$ cat config.mk
export PLATFORM = sky130hd
export DESIGN_NAME = tmr8_core
export DESIGN_NICKNAME = d
export VERILOG_FILES = /design/src/inc/tmr8_pkg.sv /design/src/verilog/tmr8_core.sv /design/src/verilog/tmr8_ext_sync.sv /design/src/verilog/tmr8_prescaler.sv
export SDC_FILE = /design/constraint.sdc
export NUM_CORES = 1
export LEC_CHECK = 0
export BUFFER_PORTS_ARGS = -buffer_cell sky130_fd_sc_hd__buf_2
export CELL_PAD_IN_SITES_DETAIL_PLACEMENT = 1
export CELL_PAD_IN_SITES_GLOBAL_PLACEMENT = 2
export CORE_MARGIN = 10
export CORE_UTILIZATION = 29
export CTS_CLUSTER_SIZE = 40
export DETAILED_ROUTE_END_ITERATION = 6
export PLACE_DENSITY = 0.68
export SYNTH_ARGS = -nofsm -noshare
export SYNTH_HDL_FRONTEND = slang
export SYNTH_SLANG_ARGS = --single-unit
$ cat constraint.sdc
create_clock -name core_clk_i -period 2.54 [get_ports core_clk_i]
set_input_delay 0.254 -clock core_clk_i [delete_from_list [all_inputs] [get_ports core_clk_i]]
set_output_delay 0.254 -clock core_clk_i [all_outputs]
set_load 0.01 [all_outputs]
$ cat src/inc/tmr8_pkg.sv
// shared constants and types of the 8-bit compare/pwm timer
package tmr8_pkg;

    // register indices on the plain register port
    localparam logic [2:0] ADDR_CONTROL_A = 3'h0;
    localparam logic [2:0] ADDR_COUNT_VALUE = 3'h1;
    localparam logic [2:0] ADDR_COMPARE_VALUE = 3'h2;
    localparam logic [2:0] ADDR_IRQ_MASK = 3'h3;
    localparam logic [2:0] ADDR_IRQ_FLAGS = 3'h4;

    // bit positions in mask and flag registers
    localparam int OVERFLOW_BIT = 0;
    localparam int COMPARE_BIT = 1;

    // counter limits
    localparam logic [7:0] COUNT_BOTTOM = 8'h00;
    localparam logic [7:0] COUNT_MAX = 8'hff;

    // values after reset
    localparam logic [7:0] RESET_CONTROL = 8'h00;
    localparam logic [7:0] RESET_COUNT = 8'h00;
    localparam logic [7:0] RESET_COMPARE = 8'h00;
    localparam logic [1:0] RESET_MASK = 2'h0;
    localparam logic [1:0] RESET_FLAGS = 2'h0;

    // clock select codes
    localparam logic [2:0] CS_STOP = 3'h0;
    localparam logic [2:0] CS_DIRECT = 3'h1;
    localparam logic [2:0] CS_DIV8 = 3'h2;
    localparam logic [2:0] CS_DIV64 = 3'h3;
    localparam logic [2:0] CS_DIV256 = 3'h4;
    localparam logic [2:0] CS_DIV1024 = 3'h5;
    localparam logic [2:0] CS_EXT_FALL = 3'h6;
    localparam logic [2:0] CS_EXT_RISE = 3'h7;

    // prescaler taps: 8, 64, 256, 1024
    localparam int PRESC_W = 10;
    localparam int PRESC_TAPS = 4;
    localparam logic [9:0] TAP_MASK [PRESC_TAPS] = '{10'h007, 10'h03f, 10'h0ff, 10'h3ff};
    localparam logic [9:0] PRESC_RESET = 10'h000;

    // compare output mode codes
    localparam logic [1:0] COM_OFF = 2'h0;
    localparam logic [1:0] COM_TOGGLE = 2'h1;
    localparam logic [1:0] COM_CLEAR = 2'h2;
    localparam logic [1:0] COM_SET = 2'h3;

    // waveform mode, {mode bit 6, mode bit 3}
    typedef enum logic [1:0] {
        MODE_NORMAL = 2'b00,
        MODE_PHASE_PWM = 2'b01,
        MODE_CLEAR_ON_MATCH = 2'b10,
        MODE_FAST_PWM = 2'b11
    } tmr8_mode_t;

    // control register a layout
    typedef struct packed {
        logic force_compare_strobe;
        logic waveform_mode_hi_bit;
        logic [1:0] compare_output_mode;
        logic waveform_mode_low_bit;
        logic [2:0] clock_select_field;
    } tmr8_ctrl_t;

    // pin drive group
    typedef struct packed {
        logic level;
        logic enable;
    } tmr8_pin_t;

endpackage

$ cat src/verilog/tmr8_core.sv
// 8-bit timer/counter with one compare channel and waveform output
`timescale 1ns/1ps
// Summary of operation
// RULE1: force strobe works only in non-pwm modes
// RULE2: force strobe applies compare action immediately
// RULE3: forced compare sets no flag, clears nothing
// RULE4: force strobe bit always reads zero
// RULE5: mode field picks normal, phase, clear-on-match, fast
// RULE6: compare write timing depends on mode
// RULE7: overflow at max, phase pwm at bottom
// RULE8: nonzero output mode takes the pin over
// RULE9: non-pwm match toggles, clears or sets output
// RULE10: fast pwm match and bottom output actions
// RULE11: fast pwm ignores match when compare equals top
// RULE12: phase pwm actions depend on count direction
// RULE13: phase pwm top compare acts at top
// RULE14: clock select stop, direct, four prescaler taps
// RULE15: codes six, seven count pin edges
// RULE16: pin edges count even when pin outputs
// RULE17: counter read/write, write blocks next match
// RULE18: compare register checked against counter
// RULE19: compare irq needs mask bit and global enable
// RULE20: overflow irq needs mask bit and global enable
// RULE21: compare flag set on match, cleared by ack
// RULE22: overflow flag cleared by ack or one
// RULE23: count pin synchronised, edge detected
// RULE24: counter increments, wraps or clears on match
module tmr8_core import tmr8_pkg::*; (
    // clock and reset
    input wire logic core_clk_i,
    input wire logic reset_i,
    // register port
    input wire logic [2:0] reg_addr_i,
    input wire logic [7:0] reg_wdata_i,
    input wire logic reg_wr_i,
    input wire logic reg_rd_i,
    output logic [7:0] reg_rdata_o,
    // interrupt handshake with the cpu
    input wire logic global_irq_en_i,
    input wire logic compare_irq_ack_i,
    input wire logic overflow_irq_ack_i,
    output logic compare_irq_o,
    output logic overflow_irq_o,
    // board pins
    input wire logic ext_count_pin_i,
    input wire logic port_dir_i,
    input wire logic port_data_i,
    output logic waveform_out_pin_o,
    output logic waveform_out_pin_oe_o
);
    // register state
    tmr8_ctrl_t ctrl, next_ctrl;
    logic [7:0] counter_value, next_counter_value;
    logic [7:0] compare_value, next_compare_value;
    logic [7:0] compare_buf, next_compare_buf;
    logic [1:0] irq_mask, next_irq_mask;
    logic [1:0] irq_flags, next_irq_flags;
    logic [7:0] rdata, next_rdata;
    // timer state
    logic count_down, next_count_down;
    logic match_block, next_match_block;
    logic wave, next_wave;
    logic compare_irq, next_compare_irq;
    logic overflow_irq, next_overflow_irq;
    tmr8_pin_t pin, next_pin;

    // derived signals
    logic [PRESC_TAPS-1:0] taps;
    logic ext_rise, ext_fall;
    logic tick;
    logic hit;
    logic at_max;
    logic ovf_set;
    logic update_compare;
    logic force_now;
    tmr8_ctrl_t wr_ctrl;
    tmr8_mode_t mode;

    tmr8_prescaler #(
        .TAPS(PRESC_TAPS)
    ) u_prescaler (
        .core_clk_i(core_clk_i),
        .reset_i(reset_i),
        .tap_o(taps)
    );

    // pin sampled regardless of its direction [RULE16] [RULE23]
    tmr8_ext_sync u_ext_sync (
        .core_clk_i(core_clk_i),
        .reset_i(reset_i),
        .pin_i(ext_count_pin_i),
        .rise_o(ext_rise),
        .fall_o(ext_fall)
    );

    // non-pwm compare action on the waveform level
    function automatic logic nonpwm_action(input logic [1:0] com, input logic cur);
        logic res;
        res = cur;
        unique case (com)
            COM_OFF: res = cur;
            COM_TOGGLE: res = !cur;
            COM_CLEAR: res = 1'b0;
            COM_SET: res = 1'b1;
        endcase
        return res;
    endfunction

    // timer clock enable selection
    // prescaler runs free, so a first prescaled tick lands 1 to n cycles after start
    always_comb begin
        tick = 1'b0;
        unique case (ctrl.clock_select_field)
            CS_STOP: tick = 1'b0; // [RULE14]
            CS_DIRECT: tick = 1'b1; // [RULE14]
            CS_DIV8: tick = taps[0]; // [RULE14]
            CS_DIV64: tick = taps[1]; // [RULE14]
            CS_DIV256: tick = taps[2]; // [RULE14]
            CS_DIV1024: tick = taps[3]; // [RULE14]
            CS_EXT_FALL: tick = ext_fall; // [RULE15]
            CS_EXT_RISE: tick = ext_rise; // [RULE15]
        endcase
    end

    // mode decode and compare detection
    // matches only count on timer ticks, so a stopped timer never flags
    always_comb begin
        mode = tmr8_mode_t'({ctrl.waveform_mode_hi_bit, ctrl.waveform_mode_low_bit}); // [RULE5]
        at_max = (counter_value == COUNT_MAX);
        hit = tick && (counter_value == compare_value) && !match_block; // [RULE18] [RULE17]
        wr_ctrl = tmr8_ctrl_t'(reg_wdata_i);
    end

    // counter, direction, output level and flags
    always_comb begin
        next_counter_value = counter_value;
        next_count_down = count_down;
        next_match_block = match_block;
        next_wave = wave;
        ovf_set = 1'b0;
        update_compare = 1'b0;
        force_now = 1'b0;
        if (tick) begin
            next_match_block = 1'b0;
            unique case (mode)
                MODE_NORMAL: begin
                    next_counter_value = counter_value + 8'h01; // [RULE24]
                    ovf_set = at_max; // [RULE7]
                    if (hit) begin
                        next_wave = nonpwm_action(ctrl.compare_output_mode, wave); // [RULE9]
                    end
                end
                MODE_CLEAR_ON_MATCH: begin
                    // top is the compare value
                    if (hit) begin
                        next_counter_value = COUNT_BOTTOM; // [RULE24] [RULE5]
                        next_wave = nonpwm_action(ctrl.compare_output_mode, wave); // [RULE9]
                    end else begin
                        next_counter_value = counter_value + 8'h01;
                    end
                    ovf_set = at_max; // [RULE7]
                end
                MODE_FAST_PWM: begin
                    next_counter_value = counter_value + 8'h01;
                    ovf_set = at_max; // [RULE7]
                    update_compare = at_max; // [RULE6]
                    if (ctrl.compare_output_mode[1]) begin
                        if (hit && compare_value != COUNT_MAX) begin
                            next_wave = ctrl.compare_output_mode[0]; // [RULE10] [RULE11]
                        end
                        if (at_max) begin
                            next_wave = !ctrl.compare_output_mode[0]; // [RULE10] [RULE11]
                        end
                    end
                end
                MODE_PHASE_PWM: begin
                    // direction turns at max and at bottom, one tick spent at each
                    if (!count_down) begin
                        if (at_max) begin
                            next_count_down = 1'b1;
                            next_counter_value = counter_value - 8'h01;
                            update_compare = 1'b1; // [RULE6]
                        end else begin
                            next_counter_value = counter_value + 8'h01;
                        end
                    end else begin
                        if (counter_value == COUNT_BOTTOM) begin
                            next_count_down = 1'b0;
                            next_counter_value = counter_value + 8'h01;
                            ovf_set = 1'b1; // [RULE7]
                        end else begin
                            next_counter_value = counter_value - 8'h01;
                        end
                    end
                    if (ctrl.compare_output_mode[1]) begin
                        if (compare_value == COUNT_MAX) begin
                            if (at_max) begin
                                next_wave = !ctrl.compare_output_mode[0]; // [RULE13]
                            end
                        end else if (hit) begin
                            // up-count match takes low mode bit, down-count its inverse
                            next_wave = count_down ? !ctrl.compare_output_mode[0]
                                                   : ctrl.compare_output_mode[0]; // [RULE12]
                        end
                    end
                end
            endcase
        end
        // software write to the counter wins and masks the next match
        if (reg_wr_i && reg_addr_i == ADDR_COUNT_VALUE) begin
            next_counter_value = reg_wdata_i; // [RULE17]
            next_match_block = 1'b1; // [RULE17]
        end
        // forced compare only in non-pwm modes, using the written mode bits
        if (reg_wr_i && reg_addr_i == ADDR_CONTROL_A && wr_ctrl.force_compare_strobe
            && !wr_ctrl.waveform_mode_low_bit) begin // [RULE1]
            force_now = 1'b1;
            next_wave = nonpwm_action(wr_ctrl.compare_output_mode, next_wave); // [RULE2]
        end
    end

    // software registers, flags and compare double buffer
    always_comb begin
        next_ctrl = ctrl;
        next_compare_buf = compare_buf;
        next_compare_value = compare_value;
        next_irq_mask = irq_mask;
        next_irq_flags = irq_flags;
        if (update_compare) begin
            next_compare_value = compare_buf; // [RULE6]
        end
        // outside pwm the buffer is bypassed, so a pending value goes live
        if (!ctrl.waveform_mode_low_bit) begin
            next_compare_value = compare_buf; // [RULE6]
        end
        if (reg_wr_i) begin
            unique case (reg_addr_i)
                ADDR_CONTROL_A: begin
                    next_ctrl = wr_ctrl;
                    next_ctrl.force_compare_strobe = 1'b0; // [RULE4]
                end
                ADDR_COMPARE_VALUE: begin
                    next_compare_buf = reg_wdata_i;
                    if (!ctrl.waveform_mode_low_bit) begin
                        next_compare_value = reg_wdata_i; // [RULE6]
                    end
                end
                ADDR_IRQ_MASK: next_irq_mask = reg_wdata_i[1:0];
                ADDR_IRQ_FLAGS: begin
                    // write one clears, zero leaves the flag
                    next_irq_flags = irq_flags & ~reg_wdata_i[1:0]; // [RULE21] [RULE22]
                end
                default: next_ctrl = ctrl;
            endcase
        end
        if (compare_irq_ack_i) begin
            next_irq_flags[COMPARE_BIT] = 1'b0; // [RULE21]
        end
        if (overflow_irq_ack_i) begin
            next_irq_flags[OVERFLOW_BIT] = 1'b0; // [RULE22]
        end
        // setting beats a clear in the same cycle; forced compare never sets
        if (hit) begin
            next_irq_flags[COMPARE_BIT] = 1'b1; // [RULE21] [RULE3]
        end
        if (ovf_set) begin
            next_irq_flags[OVERFLOW_BIT] = 1'b1; // [RULE7]
        end
    end

    // interrupt requests, read data and pin drive
    always_comb begin
        next_compare_irq = global_irq_en_i && irq_mask[COMPARE_BIT]
                           && irq_flags[COMPARE_BIT]; // [RULE19]
        next_overflow_irq = global_irq_en_i && irq_mask[OVERFLOW_BIT]
                            && irq_flags[OVERFLOW_BIT]; // [RULE20]
        next_rdata = 8'h00;
        if (reg_rd_i) begin
            unique case (reg_addr_i)
                ADDR_CONTROL_A: begin
                    next_rdata = ctrl;
                    next_rdata[7] = 1'b0; // [RULE4]
                end
                ADDR_COUNT_VALUE: next_rdata = counter_value; // [RULE17]
                ADDR_COMPARE_VALUE: next_rdata = compare_buf;
                ADDR_IRQ_MASK: next_rdata = {6'h00, irq_mask};
                ADDR_IRQ_FLAGS: next_rdata = {6'h00, irq_flags};
                default: next_rdata = 8'h00;
            endcase
        end
        if (next_ctrl.compare_output_mode != COM_OFF) begin
            next_pin.level = next_wave; // [RULE8]
        end else begin
            next_pin.level = port_data_i;
        end
        // direction bit gates the driver even while the timer owns the level
        next_pin.enable = port_dir_i; // [RULE8]
    end

    always_ff @(posedge core_clk_i) begin
        if (reset_i) begin
            ctrl <= tmr8_ctrl_t'(RESET_CONTROL);
            counter_value <= RESET_COUNT;
            compare_value <= RESET_COMPARE;
            compare_buf <= RESET_COMPARE;
            irq_mask <= RESET_MASK;
            irq_flags <= RESET_FLAGS;
            rdata <= 8'h00;
            count_down <= 1'b0;
            match_block <= 1'b0;
            wave <= 1'b0;
            compare_irq <= 1'b0;
            overflow_irq <= 1'b0;
            pin <= '0;
        end else begin
            ctrl <= next_ctrl;
            counter_value <= next_counter_value;
            compare_value <= next_compare_value;
            compare_buf <= next_compare_buf;
            irq_mask <= next_irq_mask;
            irq_flags <= next_irq_flags;
            rdata <= next_rdata;
            count_down <= next_count_down;
            match_block <= next_match_block;
            wave <= next_wave;
            compare_irq <= next_compare_irq;
            overflow_irq <= next_overflow_irq;
            pin <= next_pin;
        end
    end

    assign reg_rdata_o = rdata;
    assign compare_irq_o = compare_irq;
    assign overflow_irq_o = overflow_irq;
    assign waveform_out_pin_o = pin.level;
    assign waveform_out_pin_oe_o = pin.enable;

    // force_now marks a forced compare; it deliberately feeds no flag
    logic unused_force;
    assign unused_force = force_now;
endmodule

$ cat src/verilog/tmr8_ext_sync.sv
// count pin synchroniser, glitch filter and edge detector
`timescale 1ns/1ps
module tmr8_ext_sync import tmr8_pkg::*; (
    // clock and reset
    input wire logic core_clk_i,
    input wire logic reset_i,
    // raw pin
    input wire logic pin_i,
    // edge pulses
    output logic rise_o,
    output logic fall_o
);
    logic s1, s2, s3, filt;
    logic next_filt;
    logic agree;

    always_comb begin
        agree = (s2 == s3);
        next_filt = agree ? s3 : filt;
        rise_o = agree && s3 && !filt;
        fall_o = agree && !s3 && filt;
    end

    always_ff @(posedge core_clk_i) begin
        if (reset_i) begin
            s1 <= 1'b0;
            s2 <= 1'b0;
            s3 <= 1'b0;
            filt <= 1'b0;
        end else begin
            s1 <= pin_i;
            s2 <= s1;
            s3 <= s2;
            filt <= next_filt;
        end
    end
endmodule

$ cat src/verilog/tmr8_prescaler.sv
// free running prescaler with one pulse per tap
`timescale 1ns/1ps
module tmr8_prescaler import tmr8_pkg::*; #(
    parameter int TAPS = PRESC_TAPS
) (
    // clock and reset
    input wire logic core_clk_i,
    input wire logic reset_i,
    // tap pulses, one cycle each
    output logic [TAPS-1:0] tap_o
);
    logic [PRESC_W-1:0] cnt;
    logic [PRESC_W-1:0] next_cnt;

    always_comb begin
        next_cnt = cnt + 10'h001;
    end

    always_ff @(posedge core_clk_i) begin
        if (reset_i) begin
            cnt <= PRESC_RESET;
        end else begin
            cnt <= next_cnt;
        end
    end

    for (genvar i = 0; i < TAPS; i++) begin : g_tap
        assign tap_o[i] = ((cnt & TAP_MASK[i]) == TAP_MASK[i]);
    end
endmodule
==> impl_metrics.json, run 1 <==
{
  "status": "finished clean",
  "grt_pass1_vias": 3732,
  "core-area_mm2": 0.01257,
  "synth_edf_count": 0,
  "drt-initial-drc-count": 173,
  "period_share_pct": 96.12,
  "grt_first_pass_wirelength_um": 20530,
  "cts_root_buf": "clkbuf_16",
  "clk_pin_slew_ns": 0.05,
  "drive_above_1_share_pct": 20.78,
  "yosysTopAreaCellShare_pct": 34.55,
  "synthesis.nets": 491,
  "dp_hpwl_um": 9621,
  "dieArea_mm2": 0.01771,
  "leakage_nw": 1.753,
  "hp-class": "in2reg",
  "ys_ff_latch": 64,
  "grt_max_degree": 39,
  "drc_errors": 0,
  "hold_path_depth": 2,
  "clk_latency_ns": 0.34,
  "fp-row-count": 41,
  "cts_sinks": 64,
  "final_cells": 682,
  "critPathArrivalTime_ns": 2.71,
  "synth_warnings": 0,
  "fin_nets": 536,
  "start_kind": "flop",
  "cts_tree": "built",
  "r2r_slack_ns": 0.1,
  "synth-async-reset-ratio_pct": 0,
  "synth_common_cells": "dfxtp_1 (64), nor2_1 (62), nand2_1 (57), a21oi_1 (33), mux2i_1 (22)",
  "setup_viol": 0,
  "postSynthCellCount": 460,
  "synthToLayoutAreaGrowth_pct": 22.87,
  "cts_hold_buf": 0,
  "avgSynthCellArea_um2": 8.062,
  "ir_drop_v": 0.0002619,
  "diodes": 0,
  "cp_max_fo": 5,
  "synth-main-ff-cell": "dfxtp_1",
  "end_kind": "flop",
  "synth_area_mm2": 0.003709,
  "dieWidth_um": 133.1,
  "cts.path.max_buffers": 2,
  "synth_cell_types": 67,
  "numCtsBuffers": 9,
  "fin_total_pwr_mw": 2.642,
  "final_core_util_pct": 36.26,
  "max_slew.worst_pin.slew_ns": 0.5207,
  "antenna_found_initial": 0,
  "io_pins": 33,
  "hold_viol_final": 0,
  "grt_overflow": 0,
  "dp.cells": 665,
  "fmax_mhz": 409.6,
  "num-fill-cells": 1536,
  "ant_nets": 0,
  "gp_congestion": 0.8131,
  "synth_top_family_by_area": "simple AND/OR/NAND/NOR gates",
  "whs_ns": 0.1298,
  "initial_core_util_pct": 29.51,
  "wire_per_inst_um": 18.65,
  "synth_top_area_cell": "dfxtp_1",
  "crit_type": "reg2reg",
  "r2r_cells": 10,
  "num_vias": 3546,
  "relSlewSlack_pct": 65.22,
  "synth_compound_area_share_pct": 19.47,
  "post_dp_cell_area_mm2": 0.004175,
  "multi_input_area_mm2": 0.002280,
  "first_pass_iters": 4,
  "ys_seq_area_share_pct": 34.55,
  "synth_adder_area_share_pct": 3.374,
  "yosys-mux-area-fraction_pct": 6.242,
  "port_buffers": 32,
  "vias_per_cell": 5.199,
  "synth.most_common_cell": "dfxtp_1",
  "period_needed_ns": 2.441,
  "drv_slew": 0,
  "synth-simple-area-share_pct": 26.18,
  "finalInstanceArea_mm2": 0.004557,
  "power_density_mw_per_mm2": 579.8,
  "routed_wl_um": 12720,
  "grt_use_total_pct": 14.54,
  "synth_xor_area_share_pct": 4.251,
  "max_cap_viol_count": 0,
  "synth_area_leaders": "dfxtp_1 (35%), nor2_1 (6.3%), mux2i_1 (5.9%), nand2_1 (5.8%), a21oi_1 (4.5%)",
  "required_ns": 2.81,
  "die_y_um": 133.1,
  "ff_latch_area_mm2": 0.001284,
  "finClkSkew_ns": 0.006426,
  "htreeDepth": 3
}
-- final cells by class --
cell class                 instances  share of cell area (%)
sequential                        64                   28.17
clock buffer                      11                   5.327
tap                              172                   4.723
timing repair buffer              67                   9.281
clock inverter                     5                   1.236
multi-input combinational        348                   50.03
inverter                          15                   1.236
-- layer usage --
metal / track usage, % / vias to the layer above / routed length (µm)
met5: 0 / - / 0
met4: 6.112 / 0 / 253
met3: 2.082 / 16 / 347
met2: 24.02 / 45 / 6203
met1: 18.42 / 1775 / 5913
li1: - / 1710 / -
-- sequential cells by signal (all words and copies together), names as in the netlist, 2 cells and up --
name             cells
reg_rdata_o          8
irq_mask             2
counter_value        8
compare_value        8
u_prescaler.cnt     10
compare_buf          8
ctrl                 7
irq_flags            2
-- worst max-delay path: stages, from the launching register on --
cell and delay [ns]:
dfxtp_1 0.35, inv_1 0.05, ha_1 0.18, a21bo_1 0.19
a221o_1 0.39, nand4_4 0.14, nor2_2 0.09, a21oi_2 0.25
a32oi_1 0.12, a2111o_1 0.45, a31oi_1 0.16
-- power breakdown --
| group | total (mW) | leakage (nW) | switching [mW] | internal (mW) |
|---|---|---|---|---|
| registers | 1.06 | 0.520 | 0.0295 | 1.03 |
| logic | 0.326 | 1.09 | 0.195 | 0.131 |
| clock network | 1.26 | 0.145 | 0.473 | 0.784 |
-- stage by stage --
stage | setup slack (ns) | setup TNS (ns)
floorplan | 0.2705 | 0
global placement | 0.1396 | 0
detailed placement | 0.05588 | 0
CTS | 0.04351 | 0
global route | -0.02676 | -0.02676
finish | 0.09860 | 0
-- cells by family (layout without fill, tap and decap cells) --
group / count (synthesis) / in the layout
simple gates: 195 / 195
mux: 23 / 23
fa+ha+maj: 10 / 10
compound gates: 102 / 102
xor+xnor: 18 / 18
buf+inv: 48 / 98
flops: 64 / 64
-- cell usage in the layout, fill, tap and decap left out, drive strengths merged, types with 4 or more instances in the layout --
cell and instances:
buf 67, dfxtp 64, nor2 63, nand2 57, a21oi 34, mux2i 22
o21ai 16, inv 15, xnor2 14, a211oi 14, nand3 14, nor2b 13
clkbuf 11, ha 10, nand4 10, and3 7, a31oi 7, nor3 6
nand2b 4, xor2 4, nor4 4
-- what timing repair did --
action                     4_1_cts  5_1_grt
setup endpoints to repair        0        3
buffers inserted                 0        1
resized for setup                0       14
-- worst paths after layout --
kind | end | from
setup reg to reg | counter_value[5] | u_ext_sync.s3
hold / removal | waveform_out_pin_oe_o | port_dir_i
setup / recovery | counter_value[5] | u_ext_sync.s3
hold reg to reg | u_ext_sync.s2 | u_ext_sync.s1
No activity file was read; power rests on OpenSTA's default activity.
==> inputs of run 2 (changes only) <==
--- a/config.mk
+++ b/config.mk
@@ -14,3 +14,5 @@
 export DETAILED_ROUTE_END_ITERATION = 6
+export GPL_TIMING_DRIVEN = 1
 export PLACE_DENSITY = 0.68
+export SLEW_MARGIN = 20
 export SYNTH_ARGS = -nofsm -noshare
==> constraint.sdc (replaced) <==
create_clock -name core_clk_i -period 2.54 [get_ports core_clk_i]
set_input_delay 0.508 -clock core_clk_i [delete_from_list [all_inputs] [get_ports core_clk_i]]
set_output_delay 0.508 -clock core_clk_i [all_outputs]
set_load 0.01 [all_outputs]
==> impl_metrics.json, run 2 (same netlist as run 1, synthesis figures left out) <==
{
  "cp_max_fo": 5,
  "drc_errors": 0,
  "slowest_delay_ns": 0.56,
  "io_pins": 33,
  "grt_util_met2_pct": 23.38,
  "ir_drop_v": 0.0002864,
  "fin_ws_ns": 0.1344,
  "wire_per_inst_um": 18.03,
  "port_buffers": 32,
  "largest_register_ffs": 10,
  "fp-row-count": 41,
  "grt_use_total_pct": 14.25,
  "diodes": 0,
  "required_ns": 2.75,
  "r2r_slack_ns": 0.13,
  "grt_use_met1_pct": 18.01,
  "finClkSkew_ns": 0.006445,
  "grt_pass1_vias": 3740,
  "drt-initial-drc-count": 163,
  "htreeDepth": 3,
  "drive_above_1_share_pct": 21.81,
  "vias_per_cell": 5.170,
  "gp_congestion": 0.8259,
  "first_pass_iters": 4,
  "synthToLayoutAreaGrowth_pct": 25.64,
  "fmax_mhz": 415.7,
  "hold_path_depth": 2,
  "place_ws_ns": 0.07671,
  "hold_viol_final": 0,
  "hp-class": "in2reg",
  "crit_type": "reg2reg",
  "hold_end": "waveform_out_pin_oe_o",
  "leakage_nw": 1.816,
  "relSlewSlack_pct": 66.13,
  "drv_slew": 0,
  "dieWidth_um": 133.1,
  "ant_nets": 0,
  "routed_wl_um": 12440,
  "dp_hpwl_um": 9438,
  "die_y_um": 133.1,
  "power_density_mw_per_mm2": 616.5,
  "grt_max_degree": 40,
  "final_common_cell": "dfxtp_1",
  "end_kind": "flop",
  "period_share_pct": 94.71,
  "cts_sinks": 64,
  "clk_latency_ns": 0.33,
  "setup_viol": 0,
  "grt_overflow": 0,
  "grt.busiest_layer": "met2",
  "cp_top_family": "simple AND/OR/NAND/NOR gates",
  "final_cell_mix": "dfxtp_1 (63), nor2_1 (61), nand2_1 (57)",
  "cts_hold_buf": 0,
  "start_kind": "flop",
  "antenna_found_initial": 0,
  "grt_first_pass_wirelength_um": 20200,
  "critPathSlowestCell": "or4_1",
  "status": "finished clean",
  "cts_root_buf": "clkbuf_16",
  "cp_num_buf_inv": 0,
  "critPathArrivalTime_ns": 2.61,
  "num_vias": 3567,
  "max_cap_viol_count": 0,
  "final_core_util_pct": 37.07,
  "fin_nets": 544,
  "initial_core_util_pct": 29.51,
  "path_cells": "ha_1 -> nand3_2 -> o21ai_2 -> nand4_4 -> or4_1 -> a31oi_2 -> a31oi_4 -> mux2i_1 -> a31oi_1",
  "regMostFlops": "u_prescaler.cnt",
  "grt_util_met3_pct": 2.460,
  "dp.cells": 671,
  "rr_startpoint": "u_prescaler.cnt[0]",
  "final_cells": 690,
  "period_needed_ns": 2.406,
  "min_from": "port_dir_i",
  "cts.path.max_buffers": 2,
  "core-area_mm2": 0.01257,
  "r2r_cells": 9,
  "clk_pin_slew_ns": 0.06,
  "numCtsBuffers": 9,
  "cts_tree": "built",
  "dieArea_mm2": 0.01771,
  "max_slew.worst_pin.slew_ns": 0.5081,
  "r2r-end": "wave"
}
run 2: area by class of cell:
type,instances,area (µm²)
clock buffer,12,256.5
clock inverter,4,98.84
fill,1531,7909
inverter,15,56.30
multi-input combinational,348,2255
sequential,64,1282
tap,172,215.2
timing repair buffer,75,495.5
run 2: repair_timing:
item,CTS,global route
setup endpoints to repair,0,4
gates resized for setup,0,10
buffers inserted,0,3
run 2: power by group:
group	switching, mW	internal (mW)	leakage [nW]
combinational	0.196	0.140	1.12
sequential	0.0257	1.03	0.520
clock	0.465	1.02	0.173
run 2: layer usage:
metal | routed length [µm] | vias up
li1 | - | 1730
met1 | 5831 | 1768
met2 | 5970 | 46
met3 | 320 | 23
met4 | 320 | 0
met5 | 0 | -
run 2: how the worst max path moves through the flow:
| stage | from | to | slack (ns) | cells past startpoint |
|---|---|---|---|---|
| floorplan | u_prescaler.cnt[0] | wave | 0.27 | 9 |
| global placement | u_ext_sync.s3 | counter_value[5] | 0.14 | 10 |
| detailed placement | u_ext_sync.s3 | counter_value[5] | 0.08 | 10 |
| CTS | u_ext_sync.s3 | counter_value[5] | 0.06 | 10 |
| global route | u_prescaler.cnt[0] | wave | -0.03 | 9 |
| finish | u_prescaler.cnt[0] | wave | 0.13 | 9 |
run 2: through the flow:
step           cell area, µm²  TNS (ns)  hold WS [ns]  total power, mW
2_1_floorplan            3709         0        0.4130            1.272
3_3_place_gp             4233         0        0.4182            1.400
3_5_place_dp             4233         0        0.4359            1.405
4_1_cts                  4588         0        0.3731            2.903
5_1_grt                  4659  -0.03196        0.3806            2.989
6_report                 4659         0        0.3819            2.873
==> inputs of run 3 (changes only) <==
Settings changed: PLACE_DENSITY 0.68 to 0.67, SYNTH_HIERARCHICAL from default to 1.
==> impl_metrics.json, run 3 <==
{
  "clkPwrFrac_pct": 45.8,
  "regMostFlops": "u_prescaler/cnt",
  "final.setup.tns_ns": 0,
  "power.switching_uw": 641.6,
  "postSynthCellCount": 449,
  "num-fill-cells": 1506,
  "cts_root_buf": "clkbuf_16",
  "drv_slew": 0,
  "wire_per_inst_um": 18.50,
  "max_slew.worst_pin.slew_ns": 0.5346,
  "synth_area_leaders": "dfxtp_1 (34%), nand2_1 (5.0%), mux2i_1 (4.8%), a21oi_1 (4.6%), nor2_1 (4.4%)",
  "fmax_mhz": 403.6,
  "synth_area_mm2": 0.003720,
  "start_kind": "flop",
  "cp_top_family": "simple AND/OR/NAND/NOR gates",
  "dieWidth_um": 133.3,
  "final_common_cell": "buf_4",
  "relSlewSlack_pct": 64.03,
  "setup_viol": 0,
  "critPathArrivalTime_ns": 2.73,
  "antenna_found_initial": 0,
  "finClkSkew_ns": 0.004906,
  "place_ws_ns": -0.01296,
  "cts.path.max_buffers": 2,
  "cts_tree": "built",
  "slowest_delay_ns": 0.55,
  "clk_pin_slew_ns": 0.05,
  "synth_warnings": 6,
  "synth_top_area_cell": "dfxtp_1",
  "ff_latch_area_mm2": 0.001299,
  "port_buffers": 32,
  "ir_drop_v": 0.0003044,
  "avgSynthCellArea_um2": 8.285,
  "critPathSlowestCell": "or4_4",
  "cp_num_buf_inv": 0,
  "power_density_mw_per_mm2": 518.8,
  "initial_core_util_pct": 29.60,
  "ys_ff_latch": 64,
  "p_int_mw": 1.859,
  "fin_nets": 555,
  "post_dp_cell_area_mm2": 0.004284,
  "largest_register_ffs": 10,
  "status": "finished clean",
  "fin_ws_ns": 0.06233,
  "grt_max_degree": 33,
  "crit_type": "reg2reg",
  "synthToLayoutAreaGrowth_pct": 29.57,
  "ys_seq_area_share_pct": 34.44,
  "grt_use_total_pct": 14.49,
  "leakage_nw": 1.859,
  "io_pins": 33,
  "die_y_um": 133.3,
  "synth_common_cells": "dfxtp_1 (64), nand2_1 (50), nor2_1 (44), a21oi_1 (34), mux2i_1 (18)",
  "synth-async-reset-ratio_pct": 0,
  "fp-row-count": 41,
  "yosysTopAreaCellShare_pct": 34.44,
  "drive_above_1_share_pct": 30.49,
  "synth_cell_types": 68,
  "synth-main-ff-cell": "dfxtp_1",
  "numCtsBuffers": 9,
  "clk_latency_ns": 0.32,
  "final_core_util_pct": 38.35,
  "cts_sinks": 64,
  "hp-class": "in2reg",
  "max_cap_viol_count": 0,
  "dp_hpwl_um": 9597,
  "first_pass_iters": 4,
  "multi_input_area_mm2": 0.002341,
  "core-area_mm2": 0.01257,
  "hold_viol_final": 0,
  "grt_overflow": 0,
  "final_cell_mix": "buf_4 (52), nand2_1 (50), dfxtp_1 (50)",
  "cp_max_fo": 8,
  "period_share_pct": 97.55,
  "routed_wl_um": 12950,
  "diodes": 0,
  "synthesis.nets": 480,
  "drc_errors": 0,
  "period_needed_ns": 2.478,
  "path_cells": "ha_1 -> o21ba_2 -> o32a_1 -> a21bo_2 -> o311ai_1 -> or4_4 -> or3_1 -> a31oi_1",
  "comb_power_share_pct": 12.0,
  "dieArea_mm2": 0.01776,
  "required_ns": 2.79,
  "htreeDepth": 3,
  "drt-initial-drc-count": 166,
  "end_kind": "flop",
  "switching_share_pct": 25.66,
  "ant_nets": 0,
  "synth_edf_count": 0,
  "gp_congestion": 0.7964,
  "synth.most_common_cell": "dfxtp_1",
  "vias_per_cell": 5.146,
  "num_vias": 3602,
  "grt_first_pass_wirelength_um": 20930,
  "grt_pass1_vias": 3885,
  "p_seq_share_pct": 42.2,
  "finalInstanceArea_mm2": 0.004820
}
-- run 3: changes by cell type after synthesis, moves of 6 or more --
cell / change
o22ai_1: +7
clkbuf_1: -9
nor4_1: +6
xnor2_1: -6
nor2_1: -18
nand2_1: -7
-- run 3: worst reg2reg max path: stages (launching register included) --
cell and delay [ns]:
dfxtp_1 0.42, ha_1 0.37, o21ba_2 0.18, o32a_1 0.15, a21bo_2 0.13, o311ai_1 0.11, or4_4 0.55, or3_1 0.32
a31oi_1 0.17
-- run 3: power groups by stage --
stage	sequential, mW	clock, mW	combinational (mW)
final	1.06	1.15	0.300
after global placement	1.07	0	0.272
after CTS	1.05	1.18	0.283
after detailed placement	1.07	0	0.277
after global routing	1.06	1.23	0.329
after floorplan	1.07	0	0.158
-- run 3: per-stage QoR --
stage          power, mW  std cells  hold slack, ns
3_5_place_dp       1.350        675          0.4489
6_report           2.501        700          0.3966
4_1_cts            2.513        694          0.3918
5_1_grt            2.618        700          0.3949
3_3_place_gp       1.344        675          0.4545
2_1_floorplan      1.224        449          0.4138
-- run 3: kinds of logic after synthesis --
| kind of cell | synth area share, % |
|---|---|
| multiplexers | 6.054 |
| buffers and inverters | 6.458 |
| flip-flops | 34.44 |
| XOR/XNOR | 3.465 |
| AO/OA/AOI/OAI | 19.75 |
| adder cells (fa/ha/maj) | 3.364 |
| AND/OR/NAND/NOR | 26.47 |
-- run 3: area by class of cell --
cell class                      instances  area share (%)
Multi-Input combinational cell        343           48.57
Sequential cell                        64           26.95
Timing Repair Buffer                   89           12.95
Clock buffer                           12           5.322
Tap cell                              172           4.465
Inverter                               17           1.376
Clock inverter                          3          0.3634
-- run 3: final timing paths --
kind / from / end / slack, ns / cells past startpoint
setup / recovery: ctrl[3] / wave / 0.06 / 8
hold / removal: port_dir_i / waveform_out_pin_oe_o / 0.40 / 2
setup reg to reg: ctrl[3] / wave / 0.06 / 8
hold reg to reg: u_ext_sync/s1 / u_ext_sync/s2 / 0.45 / 1
-- run 3: timing repair --
action,in CTS,in global routing
buffers inserted,4,6
resized for setup,11,37
hold buffers,0,0
pin swaps,6,17
endpoints found under the setup margin,15,18
-- run 3: layer usage --
layer  routed length, µm  up-vias  global-route usage (%)
met5                   0        -                       0
met4                 135        0                   4.111
met3                 520       11                   2.669
met2                6227       63                   23.65
met1                6068     1760                   19.01
li1                    -     1768                       -
